**src/common/art_pkg.sv**
```systemverilog
// Purpose: constants and carriers of the auto-reload pwm / capture timer
// Assumes: register index = printed offset, byte address = index * 4
// Notes:   all fields 8 bits wide, low byte lane of a 32-bit bus
package art_pkg;
	// ----------------------------------------------------------------
	// register indices
	// ----------------------------------------------------------------
	localparam logic [7:0] IDX_DUTY3    = 8'h31;
	localparam logic [7:0] IDX_DUTY2    = 8'h32;
	localparam logic [7:0] IDX_DUTY1    = 8'h33;
	localparam logic [7:0] IDX_DUTY0    = 8'h34;
	localparam logic [7:0] IDX_PWM_CTRL = 8'h35;
	localparam logic [7:0] IDX_TMR_CTRL = 8'h36;
	localparam logic [7:0] IDX_COUNT    = 8'h37;
	localparam logic [7:0] IDX_RELOAD   = 8'h38;
	localparam logic [7:0] IDX_CAP_CSR  = 8'h39;
	localparam logic [7:0] IDX_CAP1     = 8'h3A;
	localparam logic [7:0] IDX_CAP2     = 8'h3B;
	localparam logic [7:0] IDX_IRQ_STAT = 8'h3C;
	localparam logic [7:0] IDX_IRQ_MASK = 8'h3D;
	// ----------------------------------------------------------------
	// widths, resets, answers
	// ----------------------------------------------------------------
	localparam int         ADDR_W      = 10;
	localparam int         NUM_PWM     = 4;
	localparam int         NUM_CAP     = 2;
	localparam int         NUM_EVT     = 3;
	localparam logic [7:0] RST_BYTE    = 8'h00;
	localparam logic [7:0] CNT_MAX     = 8'hFF;
	localparam logic [6:0] PRESC_ONES  = 7'h7F;
	localparam logic [1:0] RESP_OKAY   = 2'h0;
	localparam logic [1:0] RESP_SLVERR = 2'h2;
	localparam int         EVT_OVF     = 0;
	localparam int         EVT_CAP1    = 1;
	localparam int         EVT_CAP2    = 2;
	// ----------------------------------------------------------------
	// carriers
	// ----------------------------------------------------------------
	typedef struct packed {
		logic [3:0] pwm_output_enable;
		logic [3:0] pwm_output_polarity;
	} pwm_ctrl_t;
	typedef struct packed {
		logic [1:0] reserved;
		logic [1:0] edge_rising;
		logic [1:0] capture_irq_enable;
		logic [1:0] capture_flag;
	} cap_csr_t;
	typedef struct packed {
		logic [3:0] reserved;
		logic [2:0] presc_sel;
		logic       count_enable;
	} tmr_ctrl_t;
endpackage

```
**src/hdl/art_pwm_timer.sv**
```systemverilog
// Purpose: 8-bit auto-reload timer, four pwm outputs, two capture channels
// Assumes: axi4-lite slave, byte registers in the low lane of each word
// Notes:   halt_mode comes from the same clock domain
// Notes on behaviour
// - 8-bit reload counter behind 7-bit prescaler
// - four pwm outputs, frozen in halt
// - output enable drives pin push-pull
// - pwm period is 256 minus reload
// - overflow sets pin to polarity level
// - compare match restores opposite level
// - resolution 1/(256-reload), polarity gives 0/100%
// - timer events raise a wake-up
// - pwm, time base, capture share counter
// - capture csr bits 7:6 read zero
// - edge select: 0 falling, 1 rising
// - per-channel capture interrupt enables
// - flag set by capture, cleared reading value
// - capture value read-only, reset zero, counter
// - capture csr at 0039h
// - capture values at 003Ah, 003Bh
//
// The AXI4-Lite register port and the address map are this design's own decisions.
`timescale 1ns/1ns
`default_nettype none
module art_pwm_timer
	import art_pkg::*;
(
	input  wire logic              aclk,
	input  wire logic              aresetn,
	input  wire logic [ADDR_W-1:0] awaddr,
	input  wire logic              awvalid,
	output var  logic              awready,
	input  wire logic [31:0]       wdata,
	input  wire logic [3:0]        wstrb,
	input  wire logic              wvalid,
	output var  logic              wready,
	output var  logic [1:0]        bresp,
	output var  logic              bvalid,
	input  wire logic              bready,
	input  wire logic [ADDR_W-1:0] araddr,
	input  wire logic              arvalid,
	output var  logic              arready,
	output var  logic [31:0]       rdata,
	output var  logic [1:0]        rresp,
	output var  logic              rvalid,
	input  wire logic              rready,
	input  wire logic              halt_mode,
	input  wire logic [1:0]        capture_in,
	output var  logic [3:0]        pwm_out_pin,
	output var  logic [3:0]        pwm_out_oe,
	output var  logic              irq,
	output var  logic              wakeup
);
	// ----------------------------------------------------------------
	// state
	// ----------------------------------------------------------------
	logic [7:0]        duty_compare_reg_ff [NUM_PWM];
	pwm_ctrl_t         pwm_control_reg_ff;
	tmr_ctrl_t         tmr_ctrl_ff;
	logic [7:0]        count_ff;
	logic [7:0]        reload_value_reg_ff;
	cap_csr_t          csr_ff;
	logic [7:0]        captured_count_ff [NUM_CAP];
	logic [NUM_EVT-1:0] irq_stat_ff;
	logic [NUM_EVT-1:0] irq_mask_ff;
	logic [6:0]        presc_ff;
	logic [3:0]        level_ff;
	logic [1:0]        cap_s1_ff;
	logic [1:0]        cap_s2_ff;
	logic [1:0]        cap_prev_ff;
	logic              aw_held_ff;
	logic              w_held_ff;
	logic [7:0]        aw_idx_ff;
	logic [7:0]        w_byte_ff;
	logic              w_lane_ff;
	logic              awready_ff;
	logic              wready_ff;
	logic              bvalid_ff;
	logic [1:0]        bresp_ff;
	logic              arready_ff;
	logic              rvalid_ff;
	logic [31:0]       rdata_ff;
	logic [1:0]        rresp_ff;
	logic [3:0]        pin_ff;
	logic [3:0]        oe_ff;
	logic              irq_ff;
	logic              wakeup_ff;
	// ----------------------------------------------------------------
	// bus decode
	// ----------------------------------------------------------------
	logic        wr_fire;
	logic        wr_en;
	logic        rd_fire;
	logic [7:0]  ar_idx;
	logic [7:0]  rd_byte;
	logic        rd_hit;
	logic        wr_hit;
	assign wr_fire = aw_held_ff && w_held_ff && !bvalid_ff;
	assign wr_en   = wr_fire && w_lane_ff;
	assign rd_fire = arvalid && arready_ff;
	assign ar_idx  = araddr[ADDR_W-1:2];
	always_comb
	begin
		wr_hit = (aw_idx_ff >= IDX_DUTY3) && (aw_idx_ff <= IDX_IRQ_MASK);
		rd_hit = 1'b1;
		rd_byte = RST_BYTE;
		unique case (ar_idx)
			IDX_DUTY3:    rd_byte = duty_compare_reg_ff[3];
			IDX_DUTY2:    rd_byte = duty_compare_reg_ff[2];
			IDX_DUTY1:    rd_byte = duty_compare_reg_ff[1];
			IDX_DUTY0:    rd_byte = duty_compare_reg_ff[0];
			IDX_PWM_CTRL: rd_byte = pwm_control_reg_ff;
			IDX_TMR_CTRL: rd_byte = {4'h0, tmr_ctrl_ff.presc_sel, tmr_ctrl_ff.count_enable};
			IDX_COUNT:    rd_byte = count_ff;
			IDX_RELOAD:   rd_byte = reload_value_reg_ff;
			IDX_CAP_CSR:  rd_byte = {2'h0, csr_ff.edge_rising, csr_ff.capture_irq_enable, csr_ff.capture_flag};
			IDX_CAP1:     rd_byte = captured_count_ff[0];
			IDX_CAP2:     rd_byte = captured_count_ff[1];
			IDX_IRQ_STAT: rd_byte = {5'h00, irq_stat_ff};
			IDX_IRQ_MASK: rd_byte = {5'h00, irq_mask_ff};
			default:      rd_hit = 1'b0;
		endcase
	end
	// ----------------------------------------------------------------
	// axi4-lite handshakes
	// ----------------------------------------------------------------
	// ready is a one-cycle pulse; the master holds valid, so nothing is lost
	always_ff @(posedge aclk)
	begin
		if (!aresetn)
		begin
			awready_ff <= 1'b0;
			aw_held_ff <= 1'b0;
			aw_idx_ff  <= RST_BYTE;
		end
		else
		begin
			awready_ff <= awvalid && !awready_ff && !aw_held_ff && !bvalid_ff;
			if (awvalid && awready_ff)
			begin
				aw_held_ff <= 1'b1;
				aw_idx_ff  <= awaddr[ADDR_W-1:2];
			end
			else if (wr_fire)
				aw_held_ff <= 1'b0;
		end
	end
	always_ff @(posedge aclk)
	begin
		if (!aresetn)
		begin
			wready_ff <= 1'b0;
			w_held_ff <= 1'b0;
			w_byte_ff <= RST_BYTE;
			w_lane_ff <= 1'b0;
		end
		else
		begin
			wready_ff <= wvalid && !wready_ff && !w_held_ff && !bvalid_ff;
			if (wvalid && wready_ff)
			begin
				w_held_ff <= 1'b1;
				w_byte_ff <= wdata[7:0];
				w_lane_ff <= wstrb[0];
			end
			else if (wr_fire)
				w_held_ff <= 1'b0;
		end
	end
	always_ff @(posedge aclk)
	begin
		if (!aresetn)
		begin
			bvalid_ff <= 1'b0;
			bresp_ff  <= RESP_OKAY;
		end
		else if (wr_fire)
		begin
			bvalid_ff <= 1'b1;
			bresp_ff  <= wr_hit ? RESP_OKAY : RESP_SLVERR;
		end
		else if (bready)
			bvalid_ff <= 1'b0;
	end
	always_ff @(posedge aclk)
	begin
		if (!aresetn)
		begin
			arready_ff <= 1'b0;
			rvalid_ff  <= 1'b0;
			rdata_ff   <= 32'h0000_0000;
			rresp_ff   <= RESP_OKAY;
		end
		else
		begin
			arready_ff <= arvalid && !arready_ff && !rvalid_ff;
			if (rd_fire)
			begin
				rvalid_ff <= 1'b1;
				rdata_ff  <= {24'h00_0000, rd_byte};
				rresp_ff  <= rd_hit ? RESP_OKAY : RESP_SLVERR;
			end
			else if (rready)
				rvalid_ff <= 1'b0;
		end
	end
	// ----------------------------------------------------------------
	// software registers
	// ----------------------------------------------------------------
	always_ff @(posedge aclk)
	begin
		if (!aresetn)
		begin
			pwm_control_reg_ff  <= RST_BYTE;
			tmr_ctrl_ff         <= RST_BYTE;
			reload_value_reg_ff <= RST_BYTE;
			irq_mask_ff         <= '0;
		end
		else if (wr_en)
		begin
			if (aw_idx_ff == IDX_PWM_CTRL)
				pwm_control_reg_ff <= w_byte_ff;
			if (aw_idx_ff == IDX_TMR_CTRL)
				tmr_ctrl_ff <= {4'h0, w_byte_ff[3:0]};
			if (aw_idx_ff == IDX_RELOAD)
				reload_value_reg_ff <= w_byte_ff;
			if (aw_idx_ff == IDX_IRQ_MASK)
				irq_mask_ff <= w_byte_ff[NUM_EVT-1:0];
		end
	end
	// ----------------------------------------------------------------
	// prescaler and counter
	// ----------------------------------------------------------------
	logic       run;
	logic       tick;
	logic       ovf;
	logic [6:0] presc_mask;
	logic [7:0] count_next;
	// halt freezes prescaler and counter, hence the pwm
	assign run        = tmr_ctrl_ff.count_enable && !halt_mode;
	assign presc_mask = PRESC_ONES >> (3'd7 - tmr_ctrl_ff.presc_sel);
	// divide by 2^sel through the 7-bit prescaler
	assign tick       = run && ((presc_ff & presc_mask) == presc_mask);
	assign ovf        = tick && (count_ff == CNT_MAX);
	assign count_next = count_ff + 8'h01;
	always_ff @(posedge aclk)
	begin
		if (!aresetn)
			presc_ff <= 7'h00;
		else if (run)
			presc_ff <= presc_ff + 7'h01;
	end
	always_ff @(posedge aclk)
	begin
		if (!aresetn)
			count_ff <= RST_BYTE;
		else if (wr_en && aw_idx_ff == IDX_COUNT)
			count_ff <= w_byte_ff;
		// reload on overflow sets the period
		else if (ovf)
			count_ff <= reload_value_reg_ff;
		else if (tick)
			count_ff <= count_next;
	end
	// ----------------------------------------------------------------
	// pwm channels
	// ----------------------------------------------------------------
	logic [3:0] nxt_level;
	genvar gp;
	generate
		for (gp = 0; gp < NUM_PWM; gp++)
		begin : g_pwm
			always_ff @(posedge aclk)
			begin
				if (!aresetn)
					duty_compare_reg_ff[gp] <= RST_BYTE;
				else if (wr_en && aw_idx_ff == IDX_DUTY0 - 8'(gp))
					duty_compare_reg_ff[gp] <= w_byte_ff;
			end
			// overflow sets, match restores
			// a duty not above reload never matches: steady polarity level
			always_comb
			begin
				nxt_level[gp] = level_ff[gp];
				if (ovf)
					nxt_level[gp] = pwm_control_reg_ff.pwm_output_polarity[gp];
				// restore as the counter reaches duty, so the polarity level spans duty minus reload
				else if (tick && count_next == duty_compare_reg_ff[gp])
					nxt_level[gp] = !pwm_control_reg_ff.pwm_output_polarity[gp];
			end
		end
	endgenerate
	always_ff @(posedge aclk)
	begin
		if (!aresetn)
		begin
			level_ff <= 4'h0;
			pin_ff   <= 4'h0;
			oe_ff    <= 4'h0;
		end
		else
		begin
			level_ff <= nxt_level;
			pin_ff   <= nxt_level & pwm_control_reg_ff.pwm_output_enable;
			oe_ff    <= pwm_control_reg_ff.pwm_output_enable;
		end
	end
	// ----------------------------------------------------------------
	// capture channels
	// ----------------------------------------------------------------
	logic [1:0] cap_evt;
	logic [1:0] cap_rd;
	logic [1:0] nxt_flag;
	always_ff @(posedge aclk)
	begin
		if (!aresetn)
		begin
			cap_s1_ff   <= 2'h0;
			cap_s2_ff   <= 2'h0;
			cap_prev_ff <= 2'h0;
		end
		else
		begin
			cap_s1_ff   <= capture_in;
			cap_s2_ff   <= cap_s1_ff;
			cap_prev_ff <= cap_s2_ff;
		end
	end
	genvar gc;
	generate
		for (gc = 0; gc < NUM_CAP; gc++)
		begin : g_cap
			// edge select picks rising or falling
			assign cap_evt[gc] = csr_ff.edge_rising[gc] ? (cap_s2_ff[gc] && !cap_prev_ff[gc])
			                                            : (!cap_s2_ff[gc] && cap_prev_ff[gc]);
			assign cap_rd[gc]  = rd_fire && ar_idx == IDX_CAP1 + 8'(gc);
			// counter value taken on the event
			always_ff @(posedge aclk)
			begin
				if (!aresetn)
					captured_count_ff[gc] <= RST_BYTE;
				else if (cap_evt[gc])
					captured_count_ff[gc] <= count_ff;
			end
			// set wins over the read clear
			assign nxt_flag[gc] = cap_evt[gc] || (csr_ff.capture_flag[gc] && !cap_rd[gc]);
		end
	endgenerate
	// software bits of the capture csr, one process owns the whole byte
	always_ff @(posedge aclk)
	begin
		if (!aresetn)
			csr_ff <= RST_BYTE;
		else
		begin
			csr_ff.capture_flag <= nxt_flag;
			if (wr_en && aw_idx_ff == IDX_CAP_CSR)
			begin
				csr_ff.edge_rising        <= w_byte_ff[5:4];
				csr_ff.capture_irq_enable <= w_byte_ff[3:2];
			end
		end
	end
	// ----------------------------------------------------------------
	// interrupts and wake-up
	// ----------------------------------------------------------------
	logic [NUM_EVT-1:0] evt;
	logic [NUM_EVT-1:0] stat_clr;
	logic               nxt_irq;
	assign evt      = {cap_evt, ovf};
	assign stat_clr = (wr_en && aw_idx_ff == IDX_IRQ_STAT) ? w_byte_ff[NUM_EVT-1:0] : '0;
	// capture request needs flag and enable
	assign nxt_irq  = |(irq_stat_ff & irq_mask_ff) | |(csr_ff.capture_flag & csr_ff.capture_irq_enable);
	always_ff @(posedge aclk)
	begin
		if (!aresetn)
			irq_stat_ff <= '0;
		else
			irq_stat_ff <= (irq_stat_ff & ~stat_clr) | evt;
	end
	always_ff @(posedge aclk)
	begin
		if (!aresetn)
		begin
			irq_ff    <= 1'b0;
			wakeup_ff <= 1'b0;
		end
		else
		begin
			irq_ff    <= nxt_irq;
			// pending request wakes from wait or halt
			wakeup_ff <= nxt_irq;
		end
	end
	assign awready     = awready_ff;
	assign wready      = wready_ff;
	assign bvalid      = bvalid_ff;
	assign bresp       = bresp_ff;
	assign arready     = arready_ff;
	assign rvalid      = rvalid_ff;
	assign rdata       = rdata_ff;
	assign rresp       = rresp_ff;
	assign pwm_out_pin = pin_ff;
	assign pwm_out_oe  = oe_ff;
	assign irq         = irq_ff;
	assign wakeup      = wakeup_ff;
endmodule
`default_nettype wire

```
**config.mk**
```make
export PLATFORM = sky130hd
export DESIGN_NAME = art_pwm_timer
export DESIGN_NICKNAME = d
export VERILOG_FILES = /design/src/common/art_pkg.sv /design/src/hdl/art_pwm_timer.sv
export SDC_FILE = /design/constraint.sdc
export NUM_CORES = 1
export LEC_CHECK = 0
export ABC_AREA = 1
export BUFFER_PORTS_ARGS = -buffer_cell sky130_fd_sc_hd__buf_2
export CELL_PAD_IN_SITES_DETAIL_PLACEMENT = 0
export CELL_PAD_IN_SITES_GLOBAL_PLACEMENT = 1
export CORE_MARGIN = 8
export CORE_UTILIZATION = 35
export DETAILED_ROUTE_END_ITERATION = 10
export PLACE_DENSITY_LB_ADDON = 0.1
export SLEW_MARGIN = 20
export SYNTH_ARGS = -nofsm -noshare
export SYNTH_HDL_FRONTEND = slang
export SYNTH_SLANG_ARGS = --single-unit
```
**constraint.sdc**
```tcl
create_clock -name aclk -period 2.07 [get_ports aclk]
set_input_delay 0.414 -clock aclk [delete_from_list [all_inputs] [get_ports aclk]]
set_output_delay 0.414 -clock aclk [all_outputs]
set_load 0.005 [all_outputs]
```
# [Word-level counts from Yosys, hierarchy flattened]
# Memories as Yosys holds them, arrays and structs flattened.
# Index checks and enable logic that the tools add are counted.
[op_classes] n_addsub=3 magnitude_cmp=2 eq_ne=30 shift=1 mux=50 n_bitwise=14 reduce_logical=69
[ops] operator="equality test 8 x 6 -> 1 bit, second input constant" count=24
[ops] operator="one-hot mux 8 bit (13 select lines)" count=1
[ops] operator="2-to-1 mux 8 bit" count=9
[ops] operator="logical AND 1 bit" count=37
[ops] operator="2-to-1 mux 1 bit" count=37
[ops] operator="equality test 8 bit" count=4
[ops] operator="logical NOT 1 bit" count=18
[ops] operator="OR reduction 13 bit" count=1
[ops] operator="adder 8 x 1 -> 8 bit, second input constant" count=1
[ops] operator="equality test 8 bit, second input constant" count=1
[ops] operator="greater-or-equal comparator 8 x 6 -> 1 bit, second input constant" count=1
[ops] operator="less-or-equal comparator 8 x 6 -> 1 bit, second input constant" count=1
[ops] operator="AND reduction 2 bit" count=4
[ops] operator="nonzero test 2 bit" count=4
[ops] operator="adder 7 x 1 -> 7 bit, second input constant" count=1
[ops] operator="bitwise AND 7 bit" count=1
[ops] operator="equality test 7 bit" count=1
[ops] operator="bitwise OR 1 bit" count=7
[ops] operator=">> shifter 7 x 3 -> 7 bit, first input constant" count=1
[ops] operator="bitwise AND 3 bit" count=2
[ops] operator="bitwise AND 4 bit" count=1
[ops] operator="2-to-1 mux 2 bit" count=2
[ops] operator="2-to-1 mux 3 bit" count=1
[ops] operator="NOT 3 bit" count=1
[ops] operator="other kinds (7)" count=8
[totals] reg_bits=102 mem_bits_rw=48 inputBits=66 out_inout_bits=51 elab_cells=203 memories=2
[mem_list] memory="duty_compare_reg_ff" words=4 width=8 rd=4 rd_ports_with_merged_regs=0 write_ports=4 line="art_pwm_timer.sv:57" text="logic [7:0] duty_compare_reg_ff [NUM_PWM];"
[mem_list] memory="captured_count_ff" words=2 width=8 rd=2 rd_ports_with_merged_regs=0 write_ports=2 line="art_pwm_timer.sv:63" text="logic [7:0] captured_count_ff [NUM_CAP];"

# [Logic depth before layout (Yosys ltp)]
[logic_depth] depth_word=9 mapped_depth=13 depth_no_buf=13

# [Worst setup path before layout]
# OpenSTA, ideal clock, no wires.
[synth_timing] kind="reg-to-reg" start="register aw_idx_ff[7]" end="memory duty_compare_reg_ff[0][0] (enable)" setup_ns=0.384 t_arrival_ns=1.451 required_ns=1.686 setup_slack_ns=0.235 stages_incl_launch_ff=8 path_buffers=0 synth_period_minus_slack_ns=1.835 path_cell_list="dfxtp_1 > nor2_1 > inv_1 > nor2_1 > inv_1 > nor2_1 > inv_1 > o21ai_0"
[synth_lines] element="start: declaration" line="art_pwm_timer.sv:73" text="logic [7:0] aw_idx_ff;"
[synth_lines] element="start signal: assignment" line="art_pwm_timer.sv:142" text="aw_idx_ff <= awaddr[ADDR_W-1:2];"
[synth_lines] element="end: declaration" line="art_pwm_timer.sv:57"

==> out/metrics.csv <==
stage,metric,value,unit
global_routing,grt_pass1_vias,6256,
sta,finalSetupTns,0,ps
worst_hold_path,hold_path.class,input port to flop,
setup_path,reg2reg_to,duty_compare_reg_ff[2][2],
sta,grt_setup_unrepaired,yes,
synth,synth.cell_area,0.00729,sq mm
routing,vias,6407,
clock_network,cts_max_level,4,
cells_and_area,nNetsFinal,1118,
synth,synth_area_leader_cell,dfxtp_1,
clock_network,cts-buffers-inserted,17,
synth,avgSynthCellArea,7.59,sq um
setup_path,cp-endpoint,duty_compare_reg_ff[2][2],
synth,yosysWarnings,0,
power,seqPwrFrac,49.0,%
setup_path,cp_slowest_stage_delay,410,ps
synth,synth.distinct_cells,40,
place,dp.final_hpwl,17.2,mm
setup_path,startpoint_type,flop,
sta,slew_headroom,61.0,%
cells_and_area,syn_to_final_growth,17.5,%
clock_network,clk_path_buf_depth,2,
power,sw_frac_of_total,24.4,%
status,outcome,completed,
power,peakVddDrop,0.546,mV
run,max-cap-violations,0,
power,pwr_density_cell,739,mW/mm^2
setup_path,rr_worst_depth,7,
clock_network,hold_buffers,0,
sta,fin_worst_skew,11.3,ps
sta,finalSetupViolCount,0,
setup_path,crit_type,flop to flop,
clock_network,cts_root_buffer,clkbuf_16,
power,design_power_total,6330,uW
global_routing,grt_overflow,0,
sta,period_share,90.8,%
cells_and_area,fill_cells,2160,
sta,hold_viol_final,0,
synth,yosys-top-cells-area,"dfxtp_1, edfxtp_1, nand2_1",
setup_path,r2r_start,bvalid,
power,leakagePower,0.00361,uW
clock_network,numClockSinks,148,
synth,synth_cells,960,
floorplan,design.core.area,0.0204,sq mm
routing,wire_per_inst,16.6,um
sta,layout_min_cycle_time,1880,ps
global_routing,grt_max_degree,43,
place,gp_congestion,0.883,
setup_path,cpMostUsedCell,inv_1,
global_routing,antenna_found_initial,0,
global_routing,grt.total_usage,17.4,%
routing,viasPerCell,4.81,
power,p_int,4780,uW
cells_and_area,fin_util,42.0,%
routing,initialDrtViolationCount,426,
floorplan,die_x,160,um
routing,ant_nets,0,
synth,seq_area_frac_synth,47.2,%
place,dp.cells,1301,
setup_path,cp-end-kind,flop,
clock_network,post_cts_buffers,0,
sta,worst_pin_slew,584,ps
setup_path,crit_chain,inv_1 -> nand3_2 -> nor2_2 -> inv_1 -> nor3_2 -> nand3_1 -> nor2_1,
floorplan,die_area,0.0257,sq mm
synth,synth-seq-cells,148,
cells_and_area,fin_cells,1333,
place,port_buffers,59,
setup_path,startpoint,bvalid,
sta,final-max-slew-violation-count,0,
power,power_frac_comb,5.0,%
synth,synth.top_cell.area_share,27.5,%
floorplan,dieHeight,160,um
power,switchingPower,1550,uW
setup_path,arrival,2140,ps
clock_network,clk_latency,420,ps
floorplan,initial_utilization,35.8,%
synth,async_reset_ff_share,0,%
cells_and_area,n_antenna_cell,0,
synth,synth_top_flop_cell,dfxtp_1,
floorplan,io_pins,117,
setup_path,cp_slowest_cell,nand3_1,
clock_network,ctsResizeCount,0,
clock_network,path_clk_slew,70,ps
global_routing,grt_first_pass_wirelength,34.9,mm
synth,synth_edf_count,48,
routing,drt_wl_total,22.1,mm
clock_network,cts_tree,done,
setup_path,r2r_setup_slack,190,ps
cells_and_area,drive_above_1_share,15.9,%
setup_path,critPathRequiredTime,2330,ps
routing,route.detailed.drc,0,
sta,fmax,532,MHz
power,clkPwrFrac,46.0,%
setup_path,crit_fanout,8,
floorplan,placement_rows,52,
routing,firstDrtPassIters,4,
[through the flow]
stage	cell area (sq um)	hold slack (ps)	worst slack [ps]
4_1_cts	8550	157	116
6_report	8560	168	191
3_5_place_dp	8000	406	127
3_3_place_gp	8000	395	133
5_1_grt	8560	170	-95.1
2_1_floorplan	7380	390	235
[critical path, delay by kind of cell (launching register included)]
kind          cells  cell delay (ps)
buf+inv           2              190
flops             1              340
simple gates      5             1180
[cells by family (layout without fill, tap and decap cells)]
family,after synthesis,count (layout),synth area share (%)
fa+ha+maj,2,2,0.343
xor+xnor,8,8,0.961
compound gates,174,174,13.0
buf+inv,150,228,9.41
other cells,1,26,0.0515
flops,148,148,47.2
simple gates,477,477,29.0
[how the worst min path moves through the flow]
stage | startpoint | endpoint | slack (ps) | cells past startpoint
final | capture_in[1] | cap_s1_ff[1] | 170 | 3
after global routing | capture_in[0] | cap_s1_ff[0] | 170 | 3
after CTS | capture_in[1] | cap_s1_ff[1] | 160 | 3
after detailed placement | cap_s1_ff[1] | cap_s2_ff[1] | 410 | 2
after global placement | cap_s1_ff[1] | cap_s2_ff[1] | 400 | 2
after floorplan | cap_s1_ff[0] | cap_s2_ff[0] | 390 | 2
[flip-flops by register name, indices dropped and copies added (netlist names), 3 cells and up]
name	cells
presc_ff	7
captured_count_ff	16
tmr_ctrl_ff	4
duty_compare_reg_ff	32
aw_idx_ff	8
pwm_control_reg_ff	8
count_ff	8
rdata	8
reload_value_reg_ff	8
w_byte_ff	8
irq_stat_ff	3
csr_ff	6
pwm_out_oe	4
level_ff	4
pwm_out_pin	4
irq_mask_ff	3
[Yosys cell counts (5+ instances only)]
master,instances
nand3_2,5
a21oi_1,76
nand3b_1,5
clkinv_1,5
inv_1,97
o211ai_1,7
nor2_2,11
nor3_1,13
edfxtp_1,48
clkbuf_1,15
nand2_1,230
nand4_1,15
buf_4,28
dfxtp_1,100
o22ai_1,14
o21ai_0,66
nand3_1,48
nor2_1,127
nand2_2,6
[power groups by stage]
stage / sequential (uW) / clock, uW / combinational [uW]
after floorplan: 3150 / 0 / 216
after global placement: 3160 / 0 / 318
after detailed placement: 3160 / 0 / 319
after CTS: 3100 / 2970 / 319
after global routing: 3100 / 3090 / 360
final: 3100 / 2910 / 318
[placed cells by master (no fill, tap or decap), types with 3 or more instances in the layout]
master,netlist,layout
a211oi_1,4,4
a21oi_1,76,76
buf_2,2,59
buf_4,28,33
clkbuf_16,0,18
clkinv_1,5,5
conb_1,1,26
dfxtp_1,100,98
edfxtp_1,48,48
inv_1,97,97
inv_6,0,5
nand2_1,230,228
nand2_2,6,8
nand2_4,4,4
nand3_1,48,48
nand3_2,5,5
nand3b_1,5,5
nand4_1,15,15
nor2_1,127,127
nor2_2,11,11
nor2_4,4,4
nor3_1,13,13
nor3_2,3,3
o211ai_1,7,7
o21ai_0,66,66
o22ai_1,14,14
xnor2_1,4,4
xor2_1,4,4
[final cells by class]
class | count | area, sq um | area share, %
repair buffers | 94 | 583 | 6.81
clock buffers | 20 | 458 | 5.35
flip-flops and latches | 148 | 3450 | 40.3
inverters | 102 | 383 | 4.47
clock inverters | 12 | 92.6 | 1.08
well taps | 270 | 338 | 3.95
multi-input cells | 687 | 3260 | 38.1
[layer usage]
| metal | up-vias | part of all wire, % | track usage (%) |
|---|---|---|---|
| li1 | 3277 | - | - |
| met1 | 2949 | 46 | 22.7 |
| met2 | 155 | 47 | 28.2 |
| met3 | 26 | 5.2 | 3.58 |
| met4 | 0 | 2.0 | 5.69 |
| met5 | - | 0 | 0 |
Power figures use the tool's default switching activity.
